**config.mk**
```make
export PLATFORM = sky130hd
export DESIGN_NAME = kbc_cmd_port
export DESIGN_NICKNAME = d
export VERILOG_FILES = /design/src/logic/kbc_pkg.sv /design/src/logic/kbc_cmd_port.sv
export SDC_FILE = /design/constraint.sdc
export NUM_CORES = 1
export LEC_CHECK = 0
export BUFFER_PORTS_ARGS = -buffer_cell sky130_fd_sc_hd__clkbuf_2
export CAP_MARGIN = 20
export CORE_ASPECT_RATIO = 1.4
export CORE_MARGIN = 3
export CORE_UTILIZATION = 35
export DETAILED_ROUTE_END_ITERATION = 6
export GPL_ROUTABILITY_DRIVEN = 0
export PLACE_DENSITY_LB_ADDON = 0.05
export SLEW_MARGIN = 20
export SYNTH_ARGS = -nofsm -noshare
export SYNTH_HDL_FRONTEND = slang
export SYNTH_SLANG_ARGS = --single-unit
```
**constraint.sdc**
```tcl
create_clock -name mclk -period 1.45 [get_ports mclk]
set_input_delay 0.0725 -clock mclk [delete_from_list [all_inputs] [get_ports mclk]]
set_output_delay 0.0725 -clock mclk [all_outputs]
set_load 0.005 [all_outputs]
```
**src/logic/kbc_pkg.sv**
```systemverilog
/*
 * Constants of the controller's host command port and configuration byte.
 * Assumes an 8-bit host I/O port bus with one-cycle read and write strobes.
 */
//
// Contract
// - Mouse interrupt enable, config bit 1, resets to 0.
// - With bit 1 set, raise interrupt line 12 for mouse data in buffer.
// - Keyboard interrupt enable, config bit 0, resets to 0.
// - With bit 0 set, raise interrupt line 1 when buffer holds data; the code raises it only for non-mouse data.
// - Host writes command bytes to port 64; device decodes each one.
// - At power-up, port bits 3 to 6 load from strap inputs.
// - Set-high and set-low commands on pinless port bits complete normally.
// - Link clock/data and test bits stay owned by port logic, not commands.
// - Command 60h then a byte writes config; 20h returns config.
// - System flag, config bit 2, resets 0 and reads as status bit 2.
package kbc_pkg;
    // ****************************************************************
    // Host port addresses
    // ****************************************************************
    localparam logic [7:0] ADDR_DATA = 8'h60;
    localparam logic [7:0] ADDR_CMD = 8'h64;
    // ****************************************************************
    // Command codes
    // ****************************************************************
    localparam logic [7:0] CMD_READ_CFG = 8'h20;
    localparam logic [7:0] CMD_WRITE_CFG = 8'h60;
    localparam logic [3:0] CMD_NIBBLE_HI = 4'h9;
    localparam logic [3:0] CMD_PIN_HI = 4'hb;
    localparam logic [7:0] CMD_SELF_TEST = 8'haa;
    localparam logic [7:0] CMD_READ_IN = 8'hc0;
    localparam logic [7:0] CMD_READ_OUT = 8'hd0;
    localparam logic [7:0] CMD_WRITE_OUT = 8'hd1;
    localparam logic [7:0] CMD_READ_TEST = 8'he0;
    localparam logic [7:0] SELF_TEST_OK = 8'h55;
    // ****************************************************************
    // Configuration and status fields
    // ****************************************************************
    localparam int CFG_KBD_IRQ = 0;
    localparam int CFG_MOUSE_IRQ = 1;
    localparam int CFG_SYS_FLAG = 2;
    localparam logic [7:0] CFG_RESET = 8'h00;
    localparam int STS_OBF = 0;
    localparam int STS_SYS_FLAG = 2;
    localparam int STS_CMD_LAST = 3;
    localparam int STS_AUX = 5;
    // Port bit 3..6 come from straps; bits 0..1 belong to the link logic.
    localparam int STRAP_LO = 3;
    localparam int STRAP_HI = 6;
    localparam logic [7:0] PORT_RESET = 8'hff;
    localparam logic [7:0] PORT_LINK_MASK = 8'h03;
    typedef enum logic [1:0] {
        ST_IDLE = 2'b00,
        ST_CFG = 2'b01,
        ST_OUTPORT = 2'b10
    } cmd_state_e;
endpackage : kbc_pkg

```
**src/logic/kbc_cmd_port.sv**
```systemverilog
/*
 * Host command port, configuration byte, output buffer and interrupt
 * requests of the keyboard and mouse controller.
 * Assumes host strobes last one mclk cycle and the link logic presents
 * received bytes with a valid/ready handshake.
 */
`timescale 1ns/100ps
`default_nettype none
module kbc_cmd_port (
    input wire logic mclk,
    input wire logic reset,
    input wire logic io_wr,
    input wire logic io_rd,
    input wire logic [7:0] io_addr,
    input wire logic [7:0] io_wdata,
    output logic [7:0] io_rdata,
    input wire logic link_valid,
    input wire logic link_from_mouse,
    input wire logic [7:0] link_data,
    output logic link_ready,
    input wire logic [1:0] link_line_port_bits_low,
    input wire logic [1:0] test_input_bits,
    input wire logic [3:0] strap_port_bits,
    output logic [7:0] unused_port_bits,
    output logic irq1,
    output logic irq12
);
    // ****************************************************************
    // Host access decode
    // ****************************************************************
    logic [7:0] cfg_r;
    logic [7:0] port_r;
    logic [7:0] obf_data_r;
    logic obf_r;
    logic aux_r;
    logic cmd_last_r;
    logic strap_pending_r;
    kbc_pkg::cmd_state_e state_r;
    kbc_pkg::cmd_state_e state_nxt;

    wire cmd_wr = io_wr && (io_addr == kbc_pkg::ADDR_CMD);
    wire data_wr = io_wr && (io_addr == kbc_pkg::ADDR_DATA);
    wire data_rd = io_rd && (io_addr == kbc_pkg::ADDR_DATA);
    wire sts_rd = io_rd && (io_addr == kbc_pkg::ADDR_CMD);
    wire [3:0] cmd_hi = io_wdata[7:4];
    // Pin commands: bit 3 chooses high, bits 2..0 choose the pin.
    // The whole high nibble is compared, so that the Ax commands, self
    // test among them, never disturb a port bit.
    wire pin_cmd = cmd_wr && (cmd_hi == kbc_pkg::CMD_PIN_HI);
    wire pin_level = io_wdata[3];
    // Pins 2,3,6,7 map to port bits 2..5; the rest are link or second port.
    wire pin_writable = io_wdata[1];
    wire [2:0] pin_bit = io_wdata[2] ? {2'b10, io_wdata[0]} : io_wdata[2:0];
    wire nibble_cmd = cmd_wr && (cmd_hi == kbc_pkg::CMD_NIBBLE_HI);

    // ****************************************************************
    // Output port bits
    // ****************************************************************
    logic [7:0] port_nxt;
    always_comb begin
        port_nxt = port_r;
        if (strap_pending_r) begin
            port_nxt[kbc_pkg::STRAP_HI:kbc_pkg::STRAP_LO] = strap_port_bits;
        end else if (pin_cmd && pin_writable) begin
            port_nxt[pin_bit] = pin_level;
        end else if (nibble_cmd) begin
            port_nxt[3:0] = (port_r[3:0] & kbc_pkg::PORT_LINK_MASK[3:0])
                | (io_wdata[3:0] & ~kbc_pkg::PORT_LINK_MASK[3:0]);
        end else if (state_r == kbc_pkg::ST_OUTPORT && data_wr) begin
            port_nxt = (port_r & kbc_pkg::PORT_LINK_MASK)
                | (io_wdata & ~kbc_pkg::PORT_LINK_MASK);
        end
    end

    // ****************************************************************
    // Command sequencing and responses
    // ****************************************************************
    logic resp_load;
    logic [7:0] resp_data;
    always_comb begin
        state_nxt = state_r;
        resp_load = 1'b0;
        resp_data = 8'h00;
        if (cmd_wr) begin
            state_nxt = kbc_pkg::ST_IDLE;
            case (io_wdata)
                kbc_pkg::CMD_READ_CFG: begin
                    resp_load = 1'b1;
                    resp_data = cfg_r;
                end
                kbc_pkg::CMD_WRITE_CFG: begin
                    state_nxt = kbc_pkg::ST_CFG;
                end
                kbc_pkg::CMD_WRITE_OUT: begin
                    state_nxt = kbc_pkg::ST_OUTPORT;
                end
                kbc_pkg::CMD_SELF_TEST: begin
                    resp_load = 1'b1;
                    resp_data = kbc_pkg::SELF_TEST_OK;
                end
                kbc_pkg::CMD_READ_IN: begin
                    resp_load = 1'b1;
                    resp_data = {port_r[7:2], link_line_port_bits_low};
                end
                kbc_pkg::CMD_READ_OUT: begin
                    resp_load = 1'b1;
                    resp_data = port_r;
                end
                kbc_pkg::CMD_READ_TEST: begin
                    resp_load = 1'b1;
                    resp_data = {6'h00, test_input_bits};
                end
                default: begin
                    resp_load = 1'b0;
                end
            endcase
        end else if (data_wr) begin
            state_nxt = kbc_pkg::ST_IDLE;
        end
    end

    // Link bytes wait while the buffer is full or a response is loading.
    assign link_ready = !obf_r && !resp_load;
    wire link_load = link_valid && link_ready;
    wire obf_load = resp_load || link_load;

    always_ff @(posedge mclk) begin
        if (reset) begin
            cfg_r <= kbc_pkg::CFG_RESET;
            state_r <= kbc_pkg::ST_IDLE;
            strap_pending_r <= 1'b1;
        end else begin
            if (state_r == kbc_pkg::ST_CFG && data_wr) begin
                cfg_r <= io_wdata;
            end
            state_r <= state_nxt;
            strap_pending_r <= 1'b0;
        end
    end

    always_ff @(posedge mclk) begin
        if (reset) begin
            port_r <= kbc_pkg::PORT_RESET;
            obf_r <= 1'b0;
            aux_r <= 1'b0;
            obf_data_r <= 8'h00;
            cmd_last_r <= 1'b0;
        end else begin
            port_r <= port_nxt;
            // A load in the same cycle as a data read keeps the flag set.
            if (obf_load) begin
                obf_r <= 1'b1;
                obf_data_r <= resp_load ? resp_data : link_data;
                aux_r <= resp_load ? 1'b0 : link_from_mouse;
            end else if (data_rd) begin
                obf_r <= 1'b0;
            end
            if (io_wr) begin
                cmd_last_r <= cmd_wr;
            end
        end
    end

    // ****************************************************************
    // Host read data
    // ****************************************************************
    wire [7:0] status = {2'b00, aux_r, 1'b0, cmd_last_r,
        cfg_r[kbc_pkg::CFG_SYS_FLAG], 1'b0, obf_r};
    always_ff @(posedge mclk) begin
        if (reset) begin
            io_rdata <= 8'h00;
        end else if (data_rd) begin
            io_rdata <= obf_data_r;
        end else if (sts_rd) begin
            io_rdata <= status;
        end
    end

    assign unused_port_bits = port_r;
    // Levels derived from flops: they fall the cycle after the data read.
    assign irq1 = cfg_r[kbc_pkg::CFG_KBD_IRQ] && obf_r && !aux_r;
    assign irq12 = cfg_r[kbc_pkg::CFG_MOUSE_IRQ] && obf_r && aux_r;

    // ****************************************************************
    // Checks
    // ****************************************************************
    property p_mouse_en_reset;
        @(posedge mclk) disable iff (reset)
        $past(reset) |-> !cfg_r[kbc_pkg::CFG_MOUSE_IRQ] && !irq12;
    endproperty
    a_mouse_en_reset: assert property (p_mouse_en_reset)
        else $error("mouse interrupt enable not clear after reset");

    property p_kbd_en_reset;
        @(posedge mclk) disable iff (reset)
        $past(reset) |-> !cfg_r[kbc_pkg::CFG_KBD_IRQ] && !irq1;
    endproperty
    a_kbd_en_reset: assert property (p_kbd_en_reset)
        else $error("keyboard interrupt enable not clear after reset");

    property p_irq12_mouse;
        @(posedge mclk) disable iff (reset)
        link_load && link_from_mouse && cfg_r[kbc_pkg::CFG_MOUSE_IRQ]
            && !(state_r == kbc_pkg::ST_CFG && data_wr) |=> irq12 && !irq1;
    endproperty
    a_irq12_mouse: assert property (p_irq12_mouse)
        else $error("mouse data did not raise interrupt 12");

    property p_irq1_kbd;
        @(posedge mclk) disable iff (reset)
        resp_load && cfg_r[kbc_pkg::CFG_KBD_IRQ] |=> irq1 && !irq12;
    endproperty
    a_irq1_kbd: assert property (p_irq1_kbd)
        else $error("buffer write did not raise interrupt 1");

    property p_read_drops;
        @(posedge mclk) disable iff (reset)
        data_rd && !obf_load |=> !irq1 && !irq12 && !obf_r;
    endproperty
    a_read_drops: assert property (p_read_drops)
        else $error("interrupt held after data port read");

    property p_cfg_write;
        @(posedge mclk) disable iff (reset)
        cmd_wr && io_wdata == kbc_pkg::CMD_WRITE_CFG ##1 data_wr
            |=> cfg_r == $past(io_wdata);
    endproperty
    a_cfg_write: assert property (p_cfg_write)
        else $error("configuration byte not written after 60h");

    property p_self_test;
        @(posedge mclk) disable iff (reset)
        cmd_wr && io_wdata == kbc_pkg::CMD_SELF_TEST
            |=> obf_r && obf_data_r == kbc_pkg::SELF_TEST_OK;
    endproperty
    a_self_test: assert property (p_self_test)
        else $error("self test command gave no answer");

    property p_sys_flag;
        @(posedge mclk) disable iff (reset)
        sts_rd |=> io_rdata[kbc_pkg::STS_SYS_FLAG]
            == $past(cfg_r[kbc_pkg::CFG_SYS_FLAG]);
    endproperty
    a_sys_flag: assert property (p_sys_flag)
        else $error("status bit 2 differs from system flag");

    property p_strap;
        @(posedge mclk) disable iff (reset)
        strap_pending_r |=> port_r[kbc_pkg::STRAP_HI:kbc_pkg::STRAP_LO]
            == $past(strap_port_bits);
    endproperty
    a_strap: assert property (p_strap)
        else $error("strap bits not loaded after reset");

    property p_link_bits;
        @(posedge mclk) disable iff (reset)
        cmd_wr |=> port_r[1:0] == $past(port_r[1:0]);
    endproperty
    a_link_bits: assert property (p_link_bits)
        else $error("command changed link line port bits");

    property p_pin_high;
        @(posedge mclk) disable iff (reset)
        pin_cmd && pin_writable && !strap_pending_r
            |=> port_r[$past(pin_bit)] == $past(pin_level);
    endproperty
    a_pin_high: assert property (p_pin_high)
        else $error("pin command did not complete");

    c_cfg_read: cover property (@(posedge mclk) disable iff (reset)
        cmd_wr && io_wdata == kbc_pkg::CMD_READ_CFG ##1 data_rd);
    c_mouse_irq: cover property (@(posedge mclk) disable iff (reset)
        irq12 ##1 data_rd);
    c_stall: cover property (@(posedge mclk) disable iff (reset)
        link_valid && !link_ready);
endmodule : kbc_cmd_port
`default_nettype wire

```
==> results of run 1 <==
final timing paths:
kind / startpoint / end / slack, ps
min: strap_port_bits[0] / unused_port_bits[3] / 60
max: io_wdata[6] / link_ready / 8
max reg2reg: state_r[0] / unused_port_bits[3] / 40
min reg2reg: io_rdata[1] / io_rdata[1] / 450
tightest hold or removal path, cell delays in order:
cell      delay [ps]
clkbuf_2          80
nor2_1            40
a22oi_1          120
layer usage:
metal | routed length, um | up-vias | share of wire [%] | track usage (%)
met1 | 2810 | 994 | 43 | 23.5
met3 | 275 | 11 | 4.2 | 3.30
met5 | 0 | - | 0 | 0
met4 | 146 | 0 | 2.2 | 6.66
met2 | 3290 | 60 | 50 | 34.1
li1 | - | 1084 | - | -
registers in the layout, indices dropped and copies added, names as in the netlist:
| register | count |
|---|---|
| obf_data_r | 8 |
| cfg_r | 8 |
| obf_r | 1 |
| cmd_last_r | 1 |
| unused_port_bits | 8 |
| state_r | 2 |
| strap_pending_r | 1 |
| aux_r | 1 |
| io_rdata | 8 |
report_power, final:
part / leakage (nW) / internal [mW] / switching, mW / total (mW)
combinational: 0.868 / 0.170 / 0.180 / 0.350
clock: 0.0472 / 0.383 / 0.407 / 0.790
sequential: 0.310 / 1.07 / 0.0202 / 1.09
timing repair:
item	in CTS	in global routing
pin swaps	4	3
endpoints found under the setup margin	5	12
hold buffers	1	0
hold endpoints to repair	1	0
resized for setup	6	5
buffers inserted	2	1
area by class of cell:
type                            instances  area share [%]
Clock buffer                            6            2.82
Clock inverter                          2           0.428
Inverter                                5           0.642
Multi-Input combinational cell        185            43.8
Sequential cell                        38            26.1
Tap cell                               70            2.99
Timing Repair Buffer                  106            23.3
logic make-up (layout without fill, tap and decap cells):
group                  count (synthesis)  after routing  share of synthesized area [%]
buffers and inverters                 24            119                           5.94
muxes                                 11             11                           5.23
AOI/OAI and AO/OA                     71             71                           25.9
and+or+nand+nor                      103            103                           27.2
DFF                                   38             38                           35.7
placed cells by master (no fill, tap or decap), drive strengths merged, types with 2 or more instances in the layout:
master   count
and3         5
inv          5
buf         49
o31ai        3
dfxtp       38
o21ai        2
nor2        20
a2111oi      2
nand3        9
nor2b        9
or2          3
mux2i       10
nand2       32
and2         3
a211oi      22
a21oi       18
nand3b       2
a31oi        5
nor4         4
nor3b        2
o31a         2
nand2b       5
clkbuf      62
a21o         3
a22oi        7
and4b        2
nor3         3
==> metrics.md, run 1 <==
| Metric | Value |
|---|---|
| Status | complete, no violations |
| DRT iter0 DRCs | 95 |
| Crit end category | output port |
| Worst Setup Slack, final | 8.33 ps |
| CTS H-tree lvls | 2 |
| FFs w/ async S/R, synth | 0% |
| #FFs+latches synth | 38 |
| Max-slew headroom | between 60% and 70% |
| Total power | 2.23 mW |
| Final Max Tran Viols | 0 |
| Nets | about 380 |
| Syn Nets | 285 |
| Synth cell types | a little under 50 |
| Power Density | roughly 760 nW/um^2 |
| Routed wire length | 6.52 mm |
| Row cnt | 33 |
| Final instance area | 2930 um^2 |
| Hold Path Stages | 3 |
| Fill cells | 595 |
| Routed wire length per instance | 15.8 um |
| Vias in the first global route | ~2200 |
| Register area | around 760 um^2 |
| TritonRoute pass-1 iters | 4 |
| CTS Sinks | 38 |
| RSZ-0062 raised after global routing | true |
| Number of diodes | 0 |
| CP Max Fanout | 6 |
| Post-synth EDFFs | 0 |
| Top_reg_cell synth | dfxtp_1 |
| Placed inst area | between 2000 and 3000 um^2 |
| Area of the multi-input gates | 1280 um^2 |
| Final period utilization | approximately 99% |
| Worst-case reg-to-reg path depth | 6 |
| Crit-path max cell delay | around 360 ps |
| Dpl cells | 402 |
| CTS root buffer | clkbuf_8 |
| DP HPWL | 5.09 mm |
| Worst-margin pin slew | ~490 ps |
| Die area | 7070 um^2 |
| Worst Hold Slack | 63.3 ps |
| CTS tree | done |
| CP Launch Type | input port |
| Ranking of synthesized cells by area | dfxtp_1 36%, nand2_1 5.6%, a211oi_2 5.3% |
| Pin count of the biggest net entering global routing | 21 |
| Max clock buf depth | 2 |
| Class of the worst hold path | input port to flip-flop |
| Initial Util | 36.3% |
| Tmin final | 1440 ps |
| Count leader, synth | dfxtp_1 |
| Critical path depth | 8 |
| Clock latency on the worst-skew pair | 290 ps |
| Area grow syn2layout | 37.4% |
| Cells after synthesis | 247 |
| Delay-heaviest family, CP | buffers and inverters |
| Seq/Total Area, Yosys | between 30% and 40% |
| Worst path required time | 1380 ps |
| Total grt overflow | 0 |
| Initial antenna violation count | 0 |
| I/O pin count | 57 |
| Die Y | 98.3 um |
| Non-filler cells, final | 412 |
| Crit path arrival time | roughly 1400 ps |
| I/O Buffers | 56 |
| Fin util | 49.9% |
| First-pass GRT wire length | 10.8 mm |
| Sum of buffers and inverters on the critical path | 4 |
| Post-synth top area share | 35.7% |
| Leakage power | 1.23 nW |
| Syn Area/Cell | 8.62 um^2 |
| Die W | about 72 um |
| Fin. Hold Viols | 0 |
| F_max | 694 MHz |
| Post-DRT Antenna Nets | 0 |
| Worst-path clk slew | 80 ps |
| CP Class | input port to output port |
| Clock buffer count from CTS | 5 |
| Final setup viols | 0 |
| Crit-path cells | clkbuf_4 -> and4b_1 -> a211oi_2 -> a2111oi_4 -> buf_12 -> buf_6 -> nor2_1 -> clkbuf_2 |
| Vias/cell | 5.22 |
| All-Layer GR Usage | roughly 20% |
| Max-Cap Viols | 0 |
| Synthesized cell area | 2130 um^2 |
| Place WS | -258 ps |
| Synthesis warning total | 0 |
| Top post-synthesis cells by count | 38 x dfxtp_1, 32 x nand2_1, 18 x a21oi_1, 18 x nor2_1, 13 x a211oi_1 |
| Core ar. | 5860 um^2 |
| Clock Skews | 6.89 ps |
| Share of layout cells above drive strength 1 | 41.2% |
| Routed via count | 2149 |
| Max stage delay cell, worst path | a211oi_2 |
| VDD IR max | about 0.0004 V |
| Setup TNS | 0 ps |
| DRC viols | 0 |
| Yosys top cell by area | dfxtp_1 |
No activity file was read; power rests on OpenSTA's default activity.
==> inputs of run 2 (changes only) <==
--- a/config.mk
+++ b/config.mk
@@ -13,6 +13,7 @@
 export DETAILED_ROUTE_END_ITERATION = 6
 export GPL_ROUTABILITY_DRIVEN = 0
 export PLACE_DENSITY_LB_ADDON = 0.05
+export SETUP_SLACK_MARGIN = 0.05
 export SLEW_MARGIN = 20
 export SYNTH_ARGS = -nofsm -noshare
 export SYNTH_HDL_FRONTEND = slang
==> run 2 against run 1 <==
  * Combinational power rose by 4%
  * Worst setup slack improved by 3.7 ps
  * Clock power fell by 1%
  * Critical path depth fell by 1
  * Critical path type is now flip-flop to flip-flop
  * Critical endpoint is now unused_port_bits[3]
  * Largest cell class unchanged
  * Largest power group unchanged
==> metrics.md, run 2 (synthesis results as in run 1) <==
| Metric | Value |
|---|---|
| Status | complete, no violations |
| Worst path required time | 1630 ps (+250 ps) |
| Met1 wire length | 2.76 mm (-1.6%) |
| Crit end category | flip-flop |
| RSZ-0062 raised after global routing | true |
| CP Launch Type | flip-flop |
| Number of diodes | 0 (unchanged) |
| Class of the worst hold path | input port to flip-flop |
| Final setup viols | 0 (unchanged) |
| Crit path arrival time | 1620 ps (+250 ps) |
| Hold_sp | strap_port_bits[0] |
| Worst R2R Start | state_r[0] |
| Non-filler cells, final | 420 (+1.9%) |
| All-Layer GR Usage | 19.4% (-0.071 points) |
| CTS tree | done |
| CTS root buffer | clkbuf_8 |
| Tmin final | 1440 ps (-3.70 ps) |
| Vias in the first global route | 2118 (-3.0%) |
| Max-slew headroom | 68.6% (+1.0 points) |
| Share of layout cells above drive strength 1 | 43.4% (+2.2 points) |
| CTS Sinks | 38 (unchanged) |
| Clock Skews | 4.64 ps (-2.25 ps) |
| Routed via count | 2190 (+1.9%) |
| Row cnt | 33 (unchanged) |
| Crit. Startpoint | state_r[0] |
| Post-DRT Antenna Nets | 0 (unchanged) |
| Max clock buf depth | 2 (unchanged) |
| Die W | 71.9 um (unchanged) |
| I/O pin count | 57 (unchanged) |
| Met3 WL | 305 um (+11%) |
| Initial Util | 36.3% (unchanged) |
| Clock buffer count from CTS | 5 (unchanged) |
| Worst-margin pin slew | 471 ps (-15.5 ps) |
| Worst-case reg-to-reg path depth | 7 (+1) |
| Leakage power | 1.30 nW (+5.8%) |
| I/O Buffers | 56 (unchanged) |
| Routed wire length per instance | 15.9 um (+0.77%) |
| F_max | 695 MHz (+0.26%) |
| Die area | 7070 um^2 (unchanged) |
| CTS H-tree lvls | 2 (unchanged) |
| Power Density | 726 nW/um^2 (-4.8%) |
| Fin. Hold Viols | 0 (unchanged) |
| Dpl cells | 405 (+0.75%) |
| Nets | 387 (+2.1%) |
| Max-Cap Viols | 0 (unchanged) |
| Most frequent cells in the layout | 54 x clkbuf_2, 48 x buf_4, 36 x dfxtp_1 |
| CP Max Fanout | 3 (-3) |
| DRC viols | 0 (unchanged) |
| Area grow syn2layout | 44.7% |
| CP Class | flip-flop to flip-flop |
| DP HPWL | 5.12 mm (+0.52%) |
| Core ar. | 5860 um^2 (unchanged) |
| Max layer used | met4 |
| Met2 wire length | 3.50 mm (+6.3%) |
| DRT iter0 DRCs | 98 (+3.2%) |
| Pin count of the biggest net entering global routing | 20 (-4.8%) |
| Hold Path Stages | 3 (unchanged) |
| Die Y | 98.3 um (unchanged) |
| Routed wire length | 6.70 mm (+2.7%) |
| Final Max Tran Viols | 0 (unchanged) |
| Commonest non-fill, non-tap cell in the layout | clkbuf_2 |
| TritonRoute pass-1 iters | 4 (unchanged) |
| Clock latency on the worst-skew pair | 290 ps (about the same) |
| First-pass GRT wire length | 10.7 mm (-1.2%) |
| Initial antenna violation count | 0 (unchanged) |
| Final period utilization | 99.2% (-0.25 points) |
| Total grt overflow | 0 (unchanged) |
| Vias/cell | 5.21 (about the same) |
| Fin util | 52.5% (+2.6 points) |
| Worst-path clk slew | 80 ps (about the same) |
| VDD IR max | 0.000402 V (about the same) |
==> run 2: repair_timing <==
action	4_1_cts	5_1_grt
gates cloned	0	0
buffers inserted	3	4
hold buffers	1	0
pin swaps	7	9
resized for setup	7	27
endpoints found under the setup margin	5	14
endpoints found under the hold margin	1	0
==> run 2: metal layers <==
| metal | vias up | track usage (%) |
|---|---|---|
| met4 | 0 | 7.24 |
| met5 | - | 0 |
| met2 | 61 | 33.4 |
| met3 | 10 | 3.60 |
| met1 | 1015 | 23.5 |
| li1 | 1104 | - |
==> run 2: where the power goes <==
| part | switching (mW) | internal [mW] | leakage, nW |
|---|---|---|---|
| logic | 0.186 | 0.179 | 0.940 |
| clock network | 0.399 | 0.383 | 0.0472 |
| registers | 0.0202 | 1.07 | 0.310 |
| total | 0.605 | 1.63 | 1.30 |
==> run 2: worst paths after layout <==
check / end / slack, ps
min: unused_port_bits[3] / 60
max: unused_port_bits[3] / 10
min reg2reg: io_rdata[6] / 450
max reg2reg: unused_port_bits[3] / 10
==> run 2: critical path, stage by stage (launching register included) <==
cell      delay (ps)
dfxtp_2          340
nor3b_4          180
buf_6            130
a21oi_4           40
a211oi_2         210
buf_4            160
mux2i_1          170
a22oi_1          100
==> run 2: stage by stage <==
step / hold WS, ps / area (um^2) / total power [mW] / setup WS [ps] / setup TNS (ps)
final: 59.6 / 3080 / 2.23 / 12.0 / 0
after global routing: 63.2 / 3080 / 2.33 / -76.0 / -140
after CTS: 58.8 / 2950 / 2.25 / 10.7 / 0
after detailed placement: 303 / 2790 / 1.46 / -206 / -1800
after global placement: 289 / 2790 / 1.46 / -244 / -1610
after floorplan: 100 / 2140 / 1.30 / -10.8 / -74.4
==> run 2: cell type report <==
class | count | area [um^2]
inverter | 5 | 18.8
clock buffer | 6 | 82.6
multi-input combinational | 185 | 1320
sequential | 38 | 763
clock inverter | 2 | 12.5
tap | 70 | 87.6
fill | 568 | 2780
timing repair buffer | 114 | 795
